$ cat src/include/rmsc_cfg.svh
`ifndef RMSC_CFG_SVH
`define RMSC_CFG_SVH

`define RMSC_ADDR_W         6
`define RMSC_OFS_FREQ_DEV   6'h15
`define RMSC_OFS_SM_TWO     6'h16
`define RMSC_OFS_SM_ONE     6'h17
`define RMSC_OFS_SM_ZERO    6'h18

`define RMSC_DEV_EXP_F      6:4
`define RMSC_DEV_MANT_F     2:0
`define RMSC_RX_END_BIT     4
`define RMSC_SM2_LOW_F      3:0
`define RMSC_SM1_VEND_F     5:4
`define RMSC_AFTER_RX_F     3:2
`define RMSC_SM1_LOW_F      1:0
`define RMSC_AUTOCAL_F      5:4
`define RMSC_RD_ZERO        8'h00

`define RMSC_DEV_EXP_RST    3'h4
`define RMSC_DEV_MANT_RST   3'h7
`define RMSC_RX_END_RST     1'h0
`define RMSC_SM2_LOW_RST    4'h7
`define RMSC_SM1_VEND_RST   2'h3
`define RMSC_AFTER_RX_RST   2'h0
`define RMSC_SM1_LOW_RST    2'h0
`define RMSC_AUTOCAL_RST    2'h0

`define RMSC_AFTER_IDLE     2'h0
`define RMSC_AFTER_STAY     2'h3
`define RMSC_CAL_NEVER      2'h0
`define RMSC_CAL_TO_RX      2'h1
`define RMSC_CAL_FROM_RX    2'h2
`define RMSC_CAL_EVERY4     2'h3

`define RMSC_NO_CS_SYMBOLS  4'h8
`define RMSC_OOK_MANT_FIX   3'h0
`define RMSC_EVERY4_LAST    2'h3

`endif

$ cat src/include/rmsc_pkg.sv
`include "rmsc_cfg.svh"
package rmsc_pkg;
  typedef logic [`RMSC_ADDR_W-1:0] rmsc_addr_t;
  typedef logic [7:0]              rmsc_byte_t;

  typedef enum logic [1:0] {
    RMSC_IDLE,
    RMSC_RX
  } rmsc_state_e;

  typedef struct packed {
    logic [2:0] devExp;
    logic [2:0] devMant;
    logic       rxEndNoCarrier;
    logic [3:0] sm2Low;
    logic [1:0] sm1Vendor;
    logic [1:0] afterRx;
    logic [1:0] sm1Low;
    logic [1:0] autocal;
    rmsc_byte_t rdData;
  } rmsc_regs_s;

  typedef struct packed {
    rmsc_state_e state;
    logic [3:0]  symCnt;
    logic        csSeen;
    logic [1:0]  autoRetCnt;
    logic        calReq;
    logic [2:0]  demodMant;
  } rmsc_ctl_s;
endpackage

$ cat src/include/rmsc_ctl_if.sv
`timescale 1ns/100ps
interface rmsc_ctl_if;
  logic [2:0] devMant;
  logic       rxEndNoCarrier;
  logic [1:0] afterRx;
  logic [1:0] autocal;

  modport regs (output devMant, output rxEndNoCarrier, output afterRx, output autocal);
  modport ctl  (input devMant, input rxEndNoCarrier, input afterRx, input autocal);
endinterface

$ cat src/verilog/rmsc_rx_ctl.sv
`timescale 1ns/100ps
`include "rmsc_cfg.svh"
module rmsc_rx_ctl (
  input  wire logic clk_sys,
  input  wire logic arst_n,
  rmsc_ctl_if.ctl   cfg,
  input  wire logic ookMode,
  input  wire logic rxStartStrobe,
  input  wire logic calibrateStrobe,
  input  wire logic packetDone,
  input  wire logic carrierSense,
  input  wire logic symbolTick,
  output logic      rxActive,
  output logic      synthCalReq,
  output logic [2:0] demodDevMant
);
  import rmsc_pkg::*;

  rmsc_ctl_s ctl_reg;
  rmsc_ctl_s ctl_next;
  logic      autoReturn;

  always_comb begin
    ctl_next = ctl_reg;
    autoReturn = 1'h0;
    ctl_next.calReq = calibrateStrobe;
    // on-off keying hides the mantissa from the demodulator
    ctl_next.demodMant = ookMode ? `RMSC_OOK_MANT_FIX : cfg.devMant;
    case (ctl_reg.state)
      RMSC_IDLE: begin
        if (rxStartStrobe) begin
          ctl_next.state = RMSC_RX;
          ctl_next.symCnt = 4'h0;
          ctl_next.csSeen = 1'h0;
          if (cfg.autocal == `RMSC_CAL_TO_RX) begin
            ctl_next.calReq = 1'h1;
          end
        end
      end
      RMSC_RX: begin
        if (carrierSense) begin
          ctl_next.csSeen = 1'h1;
        end
        if (symbolTick && ctl_reg.symCnt != `RMSC_NO_CS_SYMBOLS) begin
          ctl_next.symCnt = ctl_reg.symCnt + 4'h1;
        end
        if (packetDone) begin
          if (cfg.afterRx != `RMSC_AFTER_STAY) begin
            autoReturn = 1'h1;
          end
          ctl_next.symCnt = 4'h0;
          ctl_next.csSeen = 1'h0;
        end else if (cfg.rxEndNoCarrier && ookMode && !ctl_reg.csSeen && !carrierSense
                     && ctl_reg.symCnt == `RMSC_NO_CS_SYMBOLS) begin
          autoReturn = 1'h1;
        end
        if (autoReturn) begin
          ctl_next.state = RMSC_IDLE;
          ctl_next.autoRetCnt = ctl_reg.autoRetCnt + 2'h1;
          if (cfg.autocal == `RMSC_CAL_FROM_RX) begin
            ctl_next.calReq = 1'h1;
          end
          if (cfg.autocal == `RMSC_CAL_EVERY4 && ctl_reg.autoRetCnt == `RMSC_EVERY4_LAST) begin
            ctl_next.calReq = 1'h1;
          end
        end
      end
      default: begin
        ctl_next.state = RMSC_IDLE;
      end
    endcase
  end

  always_ff @(posedge clk_sys or negedge arst_n) begin
    if (!arst_n) begin
      ctl_reg <= '{state: RMSC_IDLE, symCnt: 4'h0, csSeen: 1'h0, autoRetCnt: 2'h0,
                   calReq: 1'h0, demodMant: `RMSC_DEV_MANT_RST};
    end else begin
      ctl_reg <= ctl_next;
    end
  end

  assign rxActive     = (ctl_reg.state == RMSC_RX);
  assign synthCalReq  = ctl_reg.calReq;
  assign demodDevMant = ctl_reg.demodMant;
endmodule // rmsc_rx_ctl

$ cat src/verilog/rmsc_cfg_regs.sv
`timescale 1ns/100ps
`include "rmsc_cfg.svh"
// Notes on behaviour
// - deviation exponent in bits 6:4, reset 100, host read/write
// - deviation mantissa in bits 2:0, reset 111, used for FSK demodulation
// - under on-off keying the mantissa does not reach the demodulator
// - rx_end_on_no_carrier at bit 4 of cfg_two, reset 0, enables early end
// - with it set and OOK, leave receive if no carrier in 8 symbols
// - cfg_two low nibble resets to 0111 and stays writable
// - cfg_one bits 5:4 reset to 11 and stay writable
// - after_rx_state at cfg_one bits 3:2, reset 00, picks post-packet state
// - after_rx_state 00 idle, 11 stay receive, 01 and 10 reserved
// - synth_autocal_select at cfg_zero bits 5:4, reset 00
// - autocal: 00 strobe only, 01 idle-to-rx, 10 auto return, 11 every fourth
module rmsc_cfg_regs (
  input  wire logic                 clk_sys,
  input  wire logic                 arst_n,
  input  wire rmsc_pkg::rmsc_addr_t regAddr,
  input  wire rmsc_pkg::rmsc_byte_t regWrData,
  input  wire logic                 regWrEn,
  input  wire logic                 regRdEn,
  output rmsc_pkg::rmsc_byte_t      regRdData,
  input  wire logic                 ookMode,
  input  wire logic                 rxStartStrobe,
  input  wire logic                 calibrateStrobe,
  input  wire logic                 packetDone,
  input  wire logic                 carrierSense,
  input  wire logic                 symbolTick,
  output logic                      rxActive,
  output logic                      synthCalReq,
  output logic [2:0]                demodDevExp,
  output logic [2:0]                demodDevMant
);
  import rmsc_pkg::*;

  rmsc_regs_s  regs_reg;
  rmsc_regs_s  regs_next;
  rmsc_ctl_if  ctlBus ();

  always_comb begin
    regs_next = regs_reg;
    if (regWrEn) begin
      if (regAddr == `RMSC_OFS_FREQ_DEV) begin
        regs_next.devExp  = regWrData[`RMSC_DEV_EXP_F];
        regs_next.devMant = regWrData[`RMSC_DEV_MANT_F];
      end else if (regAddr == `RMSC_OFS_SM_TWO) begin
        regs_next.rxEndNoCarrier = regWrData[`RMSC_RX_END_BIT];
        regs_next.sm2Low         = regWrData[`RMSC_SM2_LOW_F];
      end else if (regAddr == `RMSC_OFS_SM_ONE) begin
        regs_next.sm1Vendor = regWrData[`RMSC_SM1_VEND_F];
        regs_next.afterRx   = regWrData[`RMSC_AFTER_RX_F];
        regs_next.sm1Low    = regWrData[`RMSC_SM1_LOW_F];
      end else if (regAddr == `RMSC_OFS_SM_ZERO) begin
        regs_next.autocal = regWrData[`RMSC_AUTOCAL_F];
      end
    end
    if (regRdEn) begin
      // unused positions and unmapped addresses return zero
      regs_next.rdData = `RMSC_RD_ZERO;
      if (regAddr == `RMSC_OFS_FREQ_DEV) begin
        regs_next.rdData[`RMSC_DEV_EXP_F]  = regs_reg.devExp;
        regs_next.rdData[`RMSC_DEV_MANT_F] = regs_reg.devMant;
      end else if (regAddr == `RMSC_OFS_SM_TWO) begin
        regs_next.rdData[`RMSC_RX_END_BIT] = regs_reg.rxEndNoCarrier;
        regs_next.rdData[`RMSC_SM2_LOW_F]  = regs_reg.sm2Low;
      end else if (regAddr == `RMSC_OFS_SM_ONE) begin
        regs_next.rdData[`RMSC_SM1_VEND_F] = regs_reg.sm1Vendor;
        regs_next.rdData[`RMSC_AFTER_RX_F] = regs_reg.afterRx;
        regs_next.rdData[`RMSC_SM1_LOW_F]  = regs_reg.sm1Low;
      end else if (regAddr == `RMSC_OFS_SM_ZERO) begin
        regs_next.rdData[`RMSC_AUTOCAL_F] = regs_reg.autocal;
      end
    end
  end

  always_ff @(posedge clk_sys or negedge arst_n) begin
    if (!arst_n) begin
      regs_reg <= '{devExp: `RMSC_DEV_EXP_RST, devMant: `RMSC_DEV_MANT_RST,
                    rxEndNoCarrier: `RMSC_RX_END_RST, sm2Low: `RMSC_SM2_LOW_RST,
                    sm1Vendor: `RMSC_SM1_VEND_RST, afterRx: `RMSC_AFTER_RX_RST,
                    sm1Low: `RMSC_SM1_LOW_RST, autocal: `RMSC_AUTOCAL_RST,
                    rdData: `RMSC_RD_ZERO};
    end else begin
      regs_reg <= regs_next;
    end
  end

  assign ctlBus.devMant        = regs_reg.devMant;
  assign ctlBus.rxEndNoCarrier = regs_reg.rxEndNoCarrier;
  assign ctlBus.afterRx        = regs_reg.afterRx;
  assign ctlBus.autocal        = regs_reg.autocal;

  assign regRdData   = regs_reg.rdData;
  assign demodDevExp = regs_reg.devExp;

  rmsc_rx_ctl u_rx_ctl (
    .clk_sys         (clk_sys),
    .arst_n          (arst_n),
    .cfg             (ctlBus.ctl),
    .ookMode         (ookMode),
    .rxStartStrobe   (rxStartStrobe),
    .calibrateStrobe (calibrateStrobe),
    .packetDone      (packetDone),
    .carrierSense    (carrierSense),
    .symbolTick      (symbolTick),
    .rxActive        (rxActive),
    .synthCalReq     (synthCalReq),
    .demodDevMant    (demodDevMant)
  );
endmodule // rmsc_cfg_regs

$ cat config.mk
export PLATFORM = sky130hd
export DESIGN_NAME = rmsc_cfg_regs
export DESIGN_NICKNAME = d
export VERILOG_FILES = /design/src/include/rmsc_pkg.sv /design/src/include/rmsc_ctl_if.sv /design/src/verilog/rmsc_rx_ctl.sv /design/src/verilog/rmsc_cfg_regs.sv
export VERILOG_INCLUDE_DIRS = /design/src /design/src/include
export SDC_FILE = /design/constraint.sdc
export NUM_CORES = 1
export LEC_CHECK = 0
export BUFFER_PORTS_ARGS = -buffer_cell sky130_fd_sc_hd__buf_2
export CAP_MARGIN = 10
export CORE_MARGIN = 2
export CORE_UTILIZATION = 50
export CTS_CLUSTER_SIZE = 20
export DETAILED_ROUTE_END_ITERATION = 12
export HOLD_SLACK_MARGIN = 0.06
export PLACE_DENSITY = 0.8
export REMOVE_ABC_BUFFERS = 1
export SLEW_MARGIN = 20
export SYNTH_ARGS = -nofsm -noshare
export SYNTH_HDL_FRONTEND = slang
export SYNTH_SLANG_ARGS = --single-unit
$ cat constraint.sdc
create_clock -name clk_sys -period 4.6 [get_ports clk_sys]
set_input_delay 0.92 -clock clk_sys [delete_from_list [all_inputs] [get_ports clk_sys]]
set_output_delay 0.92 -clock clk_sys [all_outputs]
set_load 0.005 [all_outputs]
==> impl_metrics.tcl <==
set metrics [dict create \
    final_cell_area_um2 2070 \
    reg2reg_from "u_rx_ctl.ctl_reg[7]" \
    n_antenna_cell 0 \
    cts-hold-fix-buffers 0 \
    clock-sinks 38 \
    drv_slew 0 \
    vias_per_cell 5.33 \
    ys_types 37 \
    path_clk_slew_ps 70 \
    synth.yosys.seq_area_share 0.522 \
    hpwl_mm 2.36 \
    p_leak_nw 0.964 \
    initial_utilization 0.513 \
    fin_util 0.574 \
    status "finished clean" \
    critPathArrivalTime_ps 2200 \
    ant_nets 0 \
    core-area_um2 3610 \
    path_class "in2reg" \
    synth-seq-cells 38 \
    cp.required_ps 4780 \
    max_slew_margin 0.469 \
    dieArea_um2 4200 \
    cts_resized 0 \
    ys.warnings.count 0 \
    cp-end-kind "flip-flop" \
    grt_setup_unrepaired "no" \
    area_growth_pct 11.9 \
    grt_pass1_wl_mm 5.74 \
    ir_drop_mv 0.125 \
    ff2ff_setup_slack_ps 2770 \
    maxCapViolations 0 \
    overflow 0 \
    syn_area_per_cell_um2 11.7 \
    cts_setup_buffers 0 \
    grt_pass1_vias 1284 \
    gp_congestion 0.783 \
    dr.pass1.iters 4 \
    htree_levels 2 \
    drt_first_iter_violations 110 \
    max_freq_mhz 496 \
    cts_buffers 5 \
    fp-row-count 22 \
    period_share 0.439 \
    skew_ps 4.00 \
    setup_tns_ps 0 \
    final_layout_size_suffix_gt1_frac 0.439 \
    drc 0 \
    synthCells 158 \
    min-delay-start "u_rx_ctl.ctl_reg[4]" \
    hold_viol 0 \
    holdPathStages 1 \
    clock_path_buffers 2 \
    crit_path_max_fanout 7 \
    finalCriticalPeriod_ps 2020 \
    dpl-instance-area_um2 1980 \
    grt_max_degree 39 \
    finalNetCount 213 \
    hp-class "reg2reg" \
    grt_use_total 0.184 \
    cts-root-buf "clkbuf_8" \
    clk_latency_ps 290 \
    r2r_end "u_rx_ctl.ctl_reg[5]" \
    antenna_found_initial 0 \
    port-buffer-count 37 \
    drt_wl_total_mm 3.28 \
    syn_area_um2 1850 \
    cts_tree "built" \
    start_kind "input port" \
    die_h_um 64.8 \
    avgRoutedWirePerCell_um 14.0 \
    power.density_nw_per_um2 361 \
    setup_viol 0 \
    die_x_um 64.8 \
    r2r_cells 6 \
    vias 1252 \
    holdPathEnd "u_rx_ctl.ctl_reg[4]" \
    io_pins 40 \
    tightest_slew_ps 797 \
]
==> layer usage <==
metal | GRT usage | wire length, um
met1 | 0.212 | 1430
met2 | 0.307 | 1650
met3 | 0.0642 | 155
met4 | 0.0824 | 46
met5 | 0 | 0
==> metrics by stage <==
| stage | setup slack, ps | instances | power, W | hold slack (ps) |
|---|---|---|---|---|
| final | 2580 | 235 | 0.000747 | 486 |
| after global routing | 2510 | 235 | 0.000791 | 516 |
| after CTS | 2590 | 235 | 0.000754 | 485 |
| after detailed placement | 2280 | 227 | 0.000513 | 475 |
| after global placement | 2280 | 227 | 0.000508 | 469 |
| after floorplan | 2530 | 142 | 0.000467 | 453 |
==> placed cells by master, fill, tap and decap left out, types with 2 or more instances in the layout <==
cell,count
nor2_1,5
ha_1,3
nand2_1,8
dfstp_2,12
nand2b_1,5
o22ai_1,7
clkbuf_8,6
o21ai_0,11
buf_2,37
nand3_1,2
nand3b_1,3
nand4_1,2
inv_1,10
mux2_2,21
dfrtp_1,26
nor2b_1,3
a22oi_1,5
==> worst max-delay path, stage by stage <==
cell,delay [ps]
buf_2,100
and4bb_2,330
and2_1,370
nand3b_4,180
mux2_2,310
==> cells by family after synthesis <==
family	synth area share
multiplexers	0.128
adder cells (fa/ha/maj)	0.0203
buffers and inverters	0.0852
AO/OA/AOI/OAI	0.103
flip-flops	0.522
AND/OR/NAND/NOR	0.130
XOR/XNOR	0.00947
other	0.00203
==> how the worst max path moves through the flow <==
stage | start | slack, ps | to | cells past startpoint
6_report | regAddr[5] | 2580 | demodDevExp[1] | 5
5_1_grt | regAddr[5] | 2510 | demodDevExp[1] | 5
4_1_cts | regAddr[5] | 2590 | demodDevExp[1] | 5
3_5_place_dp | regAddr[5] | 2280 | demodDevExp[1] | 5
3_3_place_gp | regAddr[5] | 2280 | demodDevExp[1] | 5
2_1_floorplan | regAddr[5] | 2530 | demodDevExp[0] | 4
==> layout make-up <==
cell class                 count  area, um^2
clock buffer                   6        82.6
clock inverter                 2        12.5
fill                         329        1540
inverter                      10        37.5
multi-input combinational     94         727
sequential                    38         966
tap                           48        60.1
timing repair buffer          37         185
==> Yosys cell counts <==
library cell,instances,area [um^2]
a21boi_0,1,7.51
a21oi_1,1,5.00
a22oi_1,5,37.5
a32o_1,1,10.0
a32oi_1,1,8.76
and2_1,1,6.26
and3b_2,1,10.0
and4bb_2,1,12.5
buf_4,14,105
buf_6,1,11.3
clkbuf_1,1,3.75
conb_1,1,3.75
dfrtp_1,26,651
dfstp_2,12,315
ha_1,3,37.5
inv_1,10,37.5
mux2_2,21,236
nand2_1,8,30.0
nand2b_1,5,31.3
nand3_1,2,10.0
nand3_4,1,17.5
nand3b_1,3,22.5
nand3b_4,1,20.0
nand4_1,2,12.5
nand4bb_1,1,11.3
nor2_1,5,18.8
nor2b_1,3,18.8
nor3_1,1,5.00
nor4_1,1,6.26
nor4b_1,1,8.76
o21a_1,1,7.51
o21ai_0,11,55.1
o21bai_1,1,7.51
o22ai_1,7,43.8
o31ai_1,1,7.51
xnor2_1,1,8.76
xor2_1,1,8.76
==> power breakdown <==
part / internal, W / leakage (nW) / switching, W
Clock: 0.000120 / 0.0472 / 0.000120
Sequential: 0.000382 / 0.470 / 0.0000268
Combinational: 0.0000533 / 0.448 / 0.0000448
(Power assumes the default switching activity.)
